$ cat src/verilog/nsd_pkg.sv
package nsd_pkg;

  // APB address width and register byte offsets
  localparam int          APB_AW        = 8;
  localparam logic [7:0]  OFS_CLKDIV    = 8'h00;
  localparam logic [7:0]  OFS_CONFIG    = 8'h04;
  localparam logic [7:0]  OFS_STATUS    = 8'h08;
  localparam logic [7:0]  OFS_PARAM_IDX = 8'h0C;
  localparam logic [7:0]  OFS_CCOB      = 8'h10;
  localparam logic [7:0]  OFS_ERRSTAT   = 8'h14;
  localparam logic [7:0]  OFS_ERRCNFG   = 8'h18;
  localparam logic [7:0]  OFS_EVTSTAT   = 8'h1C;
  localparam logic [7:0]  OFS_EVTMASK   = 8'h20;

  // Clock divider register fields
  localparam int          DIV_LOADED_BIT = 7;
  localparam int          DIV_LOCK_BIT   = 6;
  localparam int          DIV_W          = 6;
  localparam logic [5:0]  DIV_RESET      = 6'h00;

  // Config register: command complete interrupt enable
  localparam int          CFG_DONE_IE_BIT = 7;

  // Status register fields
  localparam int          ST_DONE_BIT    = 7;
  localparam int          ST_ACC_ERR_BIT = 5;
  localparam int          ST_PROT_BIT    = 4;
  localparam int          ST_MG1_BIT     = 1;
  localparam int          ST_MG0_BIT     = 0;

  // ECC error status and config fields
  localparam int          ERR_DBL_BIT    = 1;
  localparam int          ERR_SGL_BIT    = 0;

  // Event status / mask layout
  localparam int          EVT_W          = 3;
  localparam int          EVT_DONE_BIT   = 0;
  localparam int          EVT_DBL_BIT    = 1;
  localparam int          EVT_SGL_BIT    = 2;

  // Command parameter object
  localparam int          IDX_W          = 3;
  localparam int          CCOB_WORDS     = 6;
  localparam int          ADDR_W         = 18;
  localparam logic [7:0]  CMD_SECT_ERASE = 8'h12;
  localparam logic [2:0]  IDX_ERASE_LAST = 3'h1;
  localparam logic [2:0]  IDX_CMD_WORD   = 3'h0;
  localparam logic [2:0]  IDX_ADDR_WORD  = 3'h1;

  // Divider tick target and erase pulse length
  localparam int          TICK_TIME_NS   = 1000;
  localparam int          SYS_CLK_NS     = 4;
  localparam int          ERASE_TIME_US  = 5;
  localparam int          ERASE_TICKS    = (ERASE_TIME_US * 1000) / TICK_TIME_NS;

  // Sequencer states
  typedef enum logic [3:0] {
    NSD_IDLE   = 4'b0001,
    NSD_ERASE  = 4'b0010,
    NSD_VERIFY = 4'b0100,
    NSD_FINISH = 4'b1000
  } nsd_state_t;

endpackage : nsd_pkg

$ cat src/verilog/nsd_tick_div.sv
`timescale 1ns/1ps
`default_nettype none

module nsd_tick_div #(
  parameter int DW = 6
) (
  input  wire logic          sys_clk,
  input  wire logic          reset,
  input  wire logic          run,
  input  wire logic [DW-1:0] ratio,
  output logic               tick
);
  import nsd_pkg::*;

  logic [DW-1:0] cnt_r;

  // Divide by ratio+1; held cleared until the divider has been loaded
  always_ff @(posedge sys_clk) begin
    if (reset || !run) begin
      cnt_r <= '0;
      tick  <= 1'b0;
    end else if (cnt_r >= ratio) begin
      cnt_r <= '0;
      tick  <= 1'b1;
    end else begin
      cnt_r <= cnt_r + 1'b1;
      tick  <= 1'b0;
    end
  end

endmodule : nsd_tick_div

`default_nettype wire

$ cat src/verilog/nsd_top.sv
//
// Contract
// - Loaded bit reads one after any write
// - Lock bit freezes divide field until reset
// - Loaded bit unwritable; special mode rewrites freely
// - Launch erases, verifies, then sets complete flag
// - Access error unless index is 001 at launch
// - Access error when command unavailable in mode
// - Access error on invalid EEPROM global address
// - Access error on odd word address
// - Protection violation instead of erasing protected area
// - Upper verify bit on any verify error
// - Lower verify bit on uncorrectable verify error
// - Complete interrupt when flag and enable set
// - Double fault interrupt when flag and enable
// - Single fault interrupt when flag and enable
`timescale 1ns/1ps
`default_nettype none

module nsd_top #(
  parameter logic [17:0] EE_LO       = 18'h00400,
  parameter logic [17:0] EE_HI       = 18'h013FF,
  parameter int          ERASE_TCNT  = nsd_pkg::ERASE_TICKS
) (
  input  wire logic                           sys_clk,
  input  wire logic                           reset,
  input  wire logic                           psel,
  input  wire logic                           penable,
  input  wire logic                           pwrite,
  input  wire logic [nsd_pkg::APB_AW-1:0]     paddr,
  input  wire logic [31:0]                    pwdata,
  output logic      [31:0]                    prdata,
  output logic                                pready,
  output logic                                pslverr,
  input  wire logic                           special_mode,
  input  wire logic                           ee_prot_en,
  input  wire logic [nsd_pkg::ADDR_W-1:0]     ee_prot_base,
  input  wire logic                           ecc_dbl_fault,
  input  wire logic                           ecc_sgl_fault,
  output logic                                arr_erase,
  output logic                                arr_verify,
  output logic      [nsd_pkg::ADDR_W-1:0]     arr_addr,
  input  wire logic                           verify_done,
  input  wire logic                           verify_fail,
  input  wire logic                           verify_uncorr,
  output logic                                tick_1mhz,
  output logic                                irq_cmd,
  output logic                                irq_ecc,
  output logic                                irq_evt
);
  import nsd_pkg::*;

  localparam int TCW = $clog2(ERASE_TCNT + 1);
  localparam logic [TCW-1:0] TCNT_LAST = TCW'(ERASE_TCNT - 1);

  // Register state
  logic              loaded_r;
  logic              lock_r;
  logic [DIV_W-1:0]  ratio_r;
  logic              done_ie_r;
  logic              done_flag_r;
  logic              acc_err_r;
  logic              prot_viol_r;
  logic              mg1_r;
  logic              mg0_r;
  logic [IDX_W-1:0]  idx_r;
  logic [15:0]       ccob_r [CCOB_WORDS];
  logic              dbl_flag_r;
  logic              sgl_flag_r;
  logic              dbl_ie_r;
  logic              sgl_ie_r;
  logic [EVT_W-1:0]  evt_r;
  logic [EVT_W-1:0]  evt_mask_r;
  nsd_state_t        state_r;
  logic [TCW-1:0]    tcnt_r;
  logic              tick;

  // APB phases: no wait states, the access completes when pready is high
  logic setup;
  logic wr_done;
  logic rd_done;
  assign setup   = psel && !penable;
  assign wr_done = psel && penable && pready && pwrite;
  assign rd_done = psel && penable && pready && !pwrite;

  logic [ADDR_W-1:0] gaddr;
  logic [7:0]        cmd_code;
  logic              chk_acc;
  logic              chk_prot;
  logic              launch;
  logic              done_evt;
  assign gaddr    = {ccob_r[IDX_CMD_WORD][1:0], ccob_r[IDX_ADDR_WORD]};
  assign cmd_code = ccob_r[IDX_CMD_WORD][15:8];

  // Launch: write 1 to the complete flag while idle and no error is pending
  assign launch = wr_done && (paddr == OFS_STATUS) && pwdata[ST_DONE_BIT] && done_flag_r && !acc_err_r && !prot_viol_r;

  // Launch checks; an unloaded divider means no timebase, so the command is unavailable
  assign chk_acc = (idx_r != IDX_ERASE_LAST)
                 || (cmd_code != CMD_SECT_ERASE) || !loaded_r
                 || (gaddr < EE_LO) || (gaddr > EE_HI)
                 || gaddr[0];
  assign chk_prot = ee_prot_en && (gaddr >= ee_prot_base);

  assign done_evt = (state_r == NSD_FINISH);

  // Timebase for the erase pulse
  nsd_tick_div #(
    .DW    (DIV_W)
  ) u_div (
    .sys_clk (sys_clk),
    .reset   (reset),
    .run     (loaded_r),
    .ratio   (ratio_r),
    .tick    (tick)
  );

  always_ff @(posedge sys_clk) begin
    if (reset) begin
      tick_1mhz <= 1'b0;
    end else begin
      tick_1mhz <= tick;
    end
  end

  // Clock divider register; software must not write it mid-command
  always_ff @(posedge sys_clk) begin
    if (reset) begin
      loaded_r <= 1'b0;
      lock_r   <= 1'b0;
      ratio_r  <= DIV_RESET;
    end else if (wr_done && paddr == OFS_CLKDIV) begin
      loaded_r <= 1'b1;
      if (special_mode) begin
        lock_r  <= pwdata[DIV_LOCK_BIT];
        ratio_r <= pwdata[DIV_W-1:0];
      end else if (!lock_r) begin
        lock_r  <= pwdata[DIV_LOCK_BIT];
        ratio_r <= pwdata[DIV_W-1:0];
      end
    end
  end

  // Config registers
  always_ff @(posedge sys_clk) begin
    if (reset) begin
      done_ie_r  <= 1'b0;
      dbl_ie_r   <= 1'b0;
      sgl_ie_r   <= 1'b0;
      evt_mask_r <= '0;
    end else if (wr_done) begin
      if (paddr == OFS_CONFIG) begin
        done_ie_r <= pwdata[CFG_DONE_IE_BIT];
      end
      if (paddr == OFS_ERRCNFG) begin
        dbl_ie_r <= pwdata[ERR_DBL_BIT];
        sgl_ie_r <= pwdata[ERR_SGL_BIT];
      end
      if (paddr == OFS_EVTMASK) begin
        evt_mask_r <= pwdata[EVT_W-1:0];
      end
    end
  end

  // Parameter index and object; frozen while a command runs
  always_ff @(posedge sys_clk) begin
    if (reset) begin
      idx_r <= '0;
    end else if (wr_done && paddr == OFS_PARAM_IDX && done_flag_r) begin
      idx_r <= pwdata[IDX_W-1:0];
    end
  end

  for (genvar i = 0; i < CCOB_WORDS; i++) begin : g_ccob
    always_ff @(posedge sys_clk) begin
      if (reset) begin
        ccob_r[i] <= 16'h0000;
      end else if (wr_done && paddr == OFS_CCOB && done_flag_r && idx_r == IDX_W'(i)) begin
        ccob_r[i] <= pwdata[15:0];
      end
    end
  end

  // Command status flags; a hardware set wins over a same-cycle software clear
  always_ff @(posedge sys_clk) begin
    if (reset) begin
      done_flag_r <= 1'b1;
      acc_err_r   <= 1'b0;
      prot_viol_r <= 1'b0;
      mg1_r       <= 1'b0;
      mg0_r       <= 1'b0;
    end else begin
      if (wr_done && paddr == OFS_STATUS) begin
        if (pwdata[ST_ACC_ERR_BIT]) begin
          acc_err_r <= 1'b0;
        end
        if (pwdata[ST_PROT_BIT]) begin
          prot_viol_r <= 1'b0;
        end
      end
      if (launch) begin
        mg1_r <= 1'b0;
        mg0_r <= 1'b0;
        if (chk_acc) begin
          acc_err_r <= 1'b1;
        end else if (chk_prot) begin
          prot_viol_r <= 1'b1;
        end else begin
          done_flag_r <= 1'b0;
        end
      end
      if (state_r == NSD_VERIFY && verify_done) begin
        mg1_r <= verify_fail || verify_uncorr;
        mg0_r <= verify_uncorr;
      end
      if (done_evt) begin
        done_flag_r <= 1'b1;
      end
    end
  end

  // Erase sequencer: timed erase pulse, then verify handshake with the array
  always_ff @(posedge sys_clk) begin
    if (reset) begin
      state_r    <= NSD_IDLE;
      tcnt_r     <= '0;
      arr_erase  <= 1'b0;
      arr_verify <= 1'b0;
      arr_addr   <= '0;
    end else begin
      case (state_r)
        NSD_IDLE: begin
          if (launch && !chk_acc && !chk_prot) begin
            state_r   <= NSD_ERASE;
            tcnt_r    <= '0;
            arr_erase <= 1'b1;
            arr_addr  <= gaddr;
          end
        end
        NSD_ERASE: begin
          if (tick) begin
            if (tcnt_r == TCNT_LAST) begin
              state_r    <= NSD_VERIFY;
              arr_erase  <= 1'b0;
              arr_verify <= 1'b1;
            end else begin
              tcnt_r <= tcnt_r + 1'b1;
            end
          end
        end
        NSD_VERIFY: begin
          if (verify_done) begin
            state_r    <= NSD_FINISH;
            arr_verify <= 1'b0;
          end
        end
        NSD_FINISH: begin
          state_r <= NSD_IDLE;
        end
        default: begin
          state_r    <= NSD_IDLE;
          arr_erase  <= 1'b0;
          arr_verify <= 1'b0;
        end
      endcase
    end
  end

  // ECC fault flags, write 1 to clear; a fault in the clearing cycle survives
  always_ff @(posedge sys_clk) begin
    if (reset) begin
      dbl_flag_r <= 1'b0;
      sgl_flag_r <= 1'b0;
    end else begin
      dbl_flag_r <= ecc_dbl_fault || (dbl_flag_r && !(wr_done && paddr == OFS_ERRSTAT && pwdata[ERR_DBL_BIT]));
      sgl_flag_r <= ecc_sgl_fault || (sgl_flag_r && !(wr_done && paddr == OFS_ERRSTAT && pwdata[ERR_SGL_BIT]));
    end
  end

  // Sticky event bits, cleared by reading them
  logic [EVT_W-1:0] evt_set;
  assign evt_set = {ecc_sgl_fault, ecc_dbl_fault, done_evt};

  always_ff @(posedge sys_clk) begin
    if (reset) begin
      evt_r <= '0;
    end else if (rd_done && paddr == OFS_EVTSTAT) begin
      evt_r <= (evt_r & ~prdata[EVT_W-1:0]) | evt_set; // Clears only what this read reported
    end else begin
      evt_r <= evt_r | evt_set;
    end
  end

  // Level interrupt requests, registered; they follow flag and enable
  always_ff @(posedge sys_clk) begin
    if (reset) begin
      irq_cmd <= 1'b0;
      irq_ecc <= 1'b0;
      irq_evt <= 1'b0;
    end else begin
      irq_cmd <= done_flag_r && done_ie_r;
      irq_ecc <= (dbl_flag_r && dbl_ie_r)
              || (sgl_flag_r && sgl_ie_r);
      irq_evt <= |(evt_r & evt_mask_r);
    end
  end

  // Read mux, sampled in the setup cycle
  logic [31:0] rd_val;
  logic        rd_hit;

  always_comb begin
    rd_val = 32'h0000_0000;
    rd_hit = 1'b1;
    case (paddr)
      OFS_CLKDIV: begin
        rd_val[DIV_LOADED_BIT] = loaded_r;
        rd_val[DIV_LOCK_BIT]   = lock_r;
        rd_val[DIV_W-1:0]      = ratio_r;
      end
      OFS_CONFIG: begin
        rd_val[CFG_DONE_IE_BIT] = done_ie_r;
      end
      OFS_STATUS: begin
        rd_val[ST_DONE_BIT]    = done_flag_r;
        rd_val[ST_ACC_ERR_BIT] = acc_err_r;
        rd_val[ST_PROT_BIT]    = prot_viol_r;
        rd_val[ST_MG1_BIT]    = mg1_r;
        rd_val[ST_MG0_BIT]    = mg0_r;
      end
      OFS_PARAM_IDX: begin
        rd_val[IDX_W-1:0] = idx_r;
      end
      OFS_CCOB: begin
        if (idx_r < IDX_W'(CCOB_WORDS)) begin
          rd_val[15:0] = ccob_r[idx_r];
        end
      end
      OFS_ERRSTAT: begin
        rd_val[ERR_DBL_BIT] = dbl_flag_r;
        rd_val[ERR_SGL_BIT] = sgl_flag_r;
      end
      OFS_ERRCNFG: begin
        rd_val[ERR_DBL_BIT] = dbl_ie_r;
        rd_val[ERR_SGL_BIT] = sgl_ie_r;
      end
      OFS_EVTSTAT: begin
        rd_val[EVT_W-1:0] = evt_r;
      end
      OFS_EVTMASK: begin
        rd_val[EVT_W-1:0] = evt_mask_r;
      end
      default: begin
        rd_hit = 1'b0;
      end
    endcase
  end

  // APB answer: ready one cycle after setup, for exactly one cycle
  always_ff @(posedge sys_clk) begin
    if (reset) begin
      pready  <= 1'b0;
      pslverr <= 1'b0;
      prdata  <= 32'h0000_0000;
    end else if (setup) begin
      pready  <= 1'b1;
      pslverr <= !rd_hit;
      prdata  <= pwrite ? 32'h0000_0000 : rd_val;
    end else begin
      pready  <= 1'b0;
      pslverr <= 1'b0;
      prdata  <= 32'h0000_0000;
    end
  end

endmodule : nsd_top

`default_nettype wire

$ cat config.mk
export PLATFORM = sky130hd
export DESIGN_NAME = nsd_top
export DESIGN_NICKNAME = d
export VERILOG_FILES = /design/src/verilog/nsd_pkg.sv /design/src/verilog/nsd_tick_div.sv /design/src/verilog/nsd_top.sv
export SDC_FILE = /design/constraint.sdc
export NUM_CORES = 1
export LEC_CHECK = 0
export BUFFER_PORTS_ARGS = -buffer_cell sky130_fd_sc_hd__buf_2
export CORE_MARGIN = 2
export CORE_UTILIZATION = 60
export DETAILED_ROUTE_END_ITERATION = 7
export GPL_TIMING_DRIVEN = 0
export MAX_ROUTING_LAYER = met4
export PLACE_DENSITY_LB_ADDON = 0.3
export RECOVER_POWER = 50
export SYNTH_ARGS = -nofsm -noshare
export SYNTH_HDL_FRONTEND = slang
export SYNTH_SLANG_ARGS = --single-unit
$ cat constraint.sdc
create_clock -name sys_clk -period 8.25 [get_ports sys_clk]
set_input_delay 1.65 -clock sys_clk [delete_from_list [all_inputs] [get_ports sys_clk]]
set_output_delay 1.65 -clock sys_clk [all_outputs]
set_load 0.02 [all_outputs]
# After elaboration in Yosys (flattened, before gate mapping)
# Memory sizes are Yosys's and may differ from the RTL's. A register that Yosys moved wholly into a read port is not among the register bits.
# Index checks and enable logic that the tools add are counted.
# op_classes
add_sub_neg,2
order_cmp,5
eq_ne,26
muxes,72
n_bitwise,18
n_reduce_logical,77
# ops
cell,n
$mux 16,6
$mux 1,43
$logic_and 1x1->1,34
$eq 8x5->1 const B,4
$ge 18x18->1,1
$gt 18x13->1 const B,1
$lt 18x11->1 const B,1
$mux 3,6
$eq 8x4->1 const B,2
$mux 4,4
$pmux 2 s8,1
$reduce_and 4->1,4
$mux 6,2
$pmux 4 s3,1
$logic_not 1->1,10
$logic_or 1x1->1,10
$ne 2x2->1 const B,5
$reduce_and 2->1,5
$reduce_or 2->1,5
$eq 3x3->1 const B,3
$reduce_or 9->1,1
$eq 8x3->1 const B,1
$eq 8x6->1 const B,1
$logic_not 8->1,1
other kinds (30),48
# word_totals
reg_bits,99
ram_bits,96
in_bits,70
out_inout_bits,58
elab_cells,233
memories,1
# mem_list
name,words,word_bits,rd,rd_clocked_by_memory_dff,wr,line,text
ccob_r,6,16,3,1,6,nsd_top.sv:67,logic [15:0] ccob_r [CCOB_WORDS];

# Logic depth before layout (Yosys ltp)
# depth
depth_word,12
depth_mapped,9
ltp_nobuf,8

# Hierarchy
# A second synthesis with hierarchy kept.
# unflattened
hier_cells,765
area_unflattened_um2,8667.1
# by_module_without_submodules
module,n_inst,cells_each,area_each_um2,seq_area_each_um2
nsd_top,1,720,8240.4,4464.3
nsd_tick_div,1,45,426.7,140.1

# Worst setup path before layout
# No wires, ideal clock.
# synth_path
path_kind,in2reg
startpoint,in paddr[5] in the netlist's numbering
endpoint,mem ccob_r[0][0] (enable)
setup_time_ps,392
arrival_ps,3429
t_required_ps,7858
path_slack_ps,4429
path_stages,5
n_path_buf,0
path_cell_list,nor3_1 > and2_1 > nand4_1 > or3_1 > o21bai_1
# synth_lines
item,line,text
from (decl),nsd_top.sv:30,"input wire logic [nsd_pkg::APB_AW-1:0] paddr,"
to (decl),nsd_top.sv:67,

==> flow_summary.toml <==
[sta]
hold_viol_final = 0
drv_slew = 17
relSlewSlack_pct = -3.77
rsz0062_at_grt = "no"
fmax_ghz = 0.245
worst_pin_slew_ns = 1.55
fin_crit_ns = 4.08
setup_ws_ns = 4.17
final.period_utilization_pct = 49.5
fin_tns_setup_ns = 0
setup_viol = 0
finClkSkew_ns = 0.00855

[pwr]
combPwrFrac_pct = 4.9
p_int_w = 0.00146
p_seq_share_pct = 52.2
sw_frac_of_total_pct = 22.2
total_leakage_power_nw = 3.65
power-per-cell-area_mw_per_mm2 = 192
irDropWorstVdd_v = 0.000161
p_clk_share_pct = 42.9
switching_power_w = 0.000416

[clock_network]
cts_tree = "done"
cts_root_buf = "clkbuf_16"
clk_pin_slew_ns = 0.07
cts_max_level = 4
clk_path_buf_depth = 2
cts_buffers = 17
holdBufCountCts = 0
clock_sinks = 182
post_cts_resized = 0
cts_setup_buffers = 0
clkLatencyLatePin_ns = 0.44

[yosys]
synth_cell_types = 54
synth-seq-cells = 182
syn_avg_cell_area_um2 = 11.1
syn_area_mm2 = 0.00844
seq_area_frac_synth_pct = 54.6
yosys_warnings = 0
yosys_most_used_dff = "edfxtp_1"
synth_area_leaders = "edfxtp_1, dfxtp_1, and2_1"
async_flop_share_pct = 0
synth-edff-count = 96
synthCells = 758
synth.top_cell.area_share_pct = 34.2
synth_top_area_cell = "edfxtp_1"

[detailed_routing]
vias = 6331
wirelength_um = 21000
wl_per_cell_um = 19.4
detail-route-antenna-nets = 0
post-route-drc-count = 0
drtPass1Iterations = 6
first_iter_violations = 603
viasPerCell = 5.86

[placement]
io_buffer_count = 95
hpwl_um = 15400
pre_cts_ws_ns = 3.89
place.gp.congestion = 0.973
dp_cells = 1049
placed_area_mm2 = 0.00923

[worst_setup_path]
crit_chain = "clkbuf_1, nor3_1, and2_0, nand4_1, or3_1, nor3_1, clkbuf_1, and2_1"
r2r_end = "arr_addr[4]"
crit_family = "simple AND/OR/NAND/NOR gates"
slowest_delay_ns = 0.72
reg2reg_depth = 7
slowest_stage = "nor3_1"
reg2reg_slack_ns = 5.30
worstSetupStartpoint = "paddr[5]"
worstSetupStartpointType = "primary input"
end_kind = "flip-flop"
cp.depth = 8
cp.arrival_ns = 4.38
crit_buf_inv = 2
r2r-start = "ccob_r[1][13]"
worstSetupPathType = "primary input to flip-flop"
required_ns = 8.55
critPathMaxFanout = 10

[min_path]
worstHoldEndpoint = "arr_addr[13]"
min_from = "arr_addr[13]"
holdPathStages = 1
hold_path_class = "flip-flop to flip-flop"

[global_route]
overflow = 0
grt_max_degree = 17
grt_pass1_wl_um = 32200
grt_pass1_vias = 6061
grt.total_usage_pct = 30.0
antenna_found_initial = 0

[floorplanning]
initial_core_util_pct = 61.0
fp.dieArea_mm2 = 0.0150
die_h_um = 123
die_w_um = 123
core_mm2 = 0.0138
rows = 43
pin_count = 128

[final_layout]
insertedDiodeCount = 0
stdcell_area_mm2 = 0.00974
mostFrequentLayoutCell = "edfxtp_1"
instances_no_fill = 1081
final_cell_mix = "edfxtp_1, dfxtp_1, clkbuf_1"
utilization_pct = 70.4
final_nets = 985
drive_gt1_share_pct = 13.3
area_growth_syn_to_layout_pct = 15.3

[status]
failed_checks = "capacitance limit, slew limit"
status = "complete, but fails checks"

[run]
drv_cap = 1
## worst max-delay path by stage
| stage | endpoint | slack, ns |
|---|---|---|
| after floorplan | ccob_r[0][0] | 4.43 |
| after global placement | ccob_r[2][12] | 3.58 |
| after detailed placement | prdata[13] | 3.89 |
| after CTS | ccob_r[2][6] | 4.33 |
| after global routing | prdata[13] | 4.04 |
| final | ccob_r[2][6] | 4.17 |
## layer usage
layer / track usage (%) / vias to the layer above / share of wire [%]
met3: 5.67 / 36 / 7.8
met2: 46.9 / 290 / 48
li1: - / 2943 / -
met4: 8.62 / 0 / 1.9
met1: 40.4 / 3062 / 42
met5: - / - / 0
## area by class of cell
| type | count | area (µm²) |
|---|---|---|
| buffer | 46 | 240 |
| clock buffer | 21 | 450 |
| clock inverter | 11 | 126 |
| fill | 1037 | 4090 |
| inverter | 38 | 143 |
| multi-input combinational | 507 | 3520 |
| sequential | 182 | 4600 |
| tap | 180 | 225 |
| timing repair buffer | 96 | 422 |
## Yosys cell counts, drive strengths merged (11+ instances only)
cell    count
nand2b     11
ha         27
dfxtp      86
and2      105
nor2       65
nand2      39
buf        24
edfxtp     96
mux4       16
inv        38
clkbuf     22
nor3       21
nand3      21
a21oi      33
mux2i      41
## flip-flops by register name, summed over array words and instances, names as in the netlist, 3 cells and up, named ones only
signal       count
arr_addr        18
ccob_r          96
evt_mask_r       3
evt_r            3
idx_r            3
prdata          16
ratio_r          6
state_r          4
tcnt_r           3
u_div.cnt_r      6
## power by group through the flow
stage | registers, W | clock network, W | logic, W
2_1_floorplan | 0.000993 | 0 | 0.0000510
5_1_grt | 0.000978 | 0.000844 | 0.000100
3_5_place_dp | 0.000996 | 0 | 0.0000910
3_3_place_gp | 0.000996 | 0 | 0.0000876
6_report | 0.000977 | 0.000803 | 0.0000915
4_1_cts | 0.000977 | 0.000802 | 0.0000915
## per-stage QoR
step           power [W]  hold WS [ns]
2_1_floorplan    0.00104         0.432
3_3_place_gp     0.00108         0.436
3_5_place_dp     0.00109         0.446
4_1_cts          0.00187         0.461
5_1_grt          0.00192         0.478
6_report         0.00187         0.457
## cells by family after synthesis
kind of cell	after synthesis	synth area share, %
simple gates	302	19.2
compound gates	101	8.14
flops	182	54.6
buf+inv	84	4.54
other cells	1	0.0444
xor+xnor	4	0.415
fa+ha+maj	27	4.00
mux	57	9.13
No activity file was read; power rests on OpenSTA's default activity.
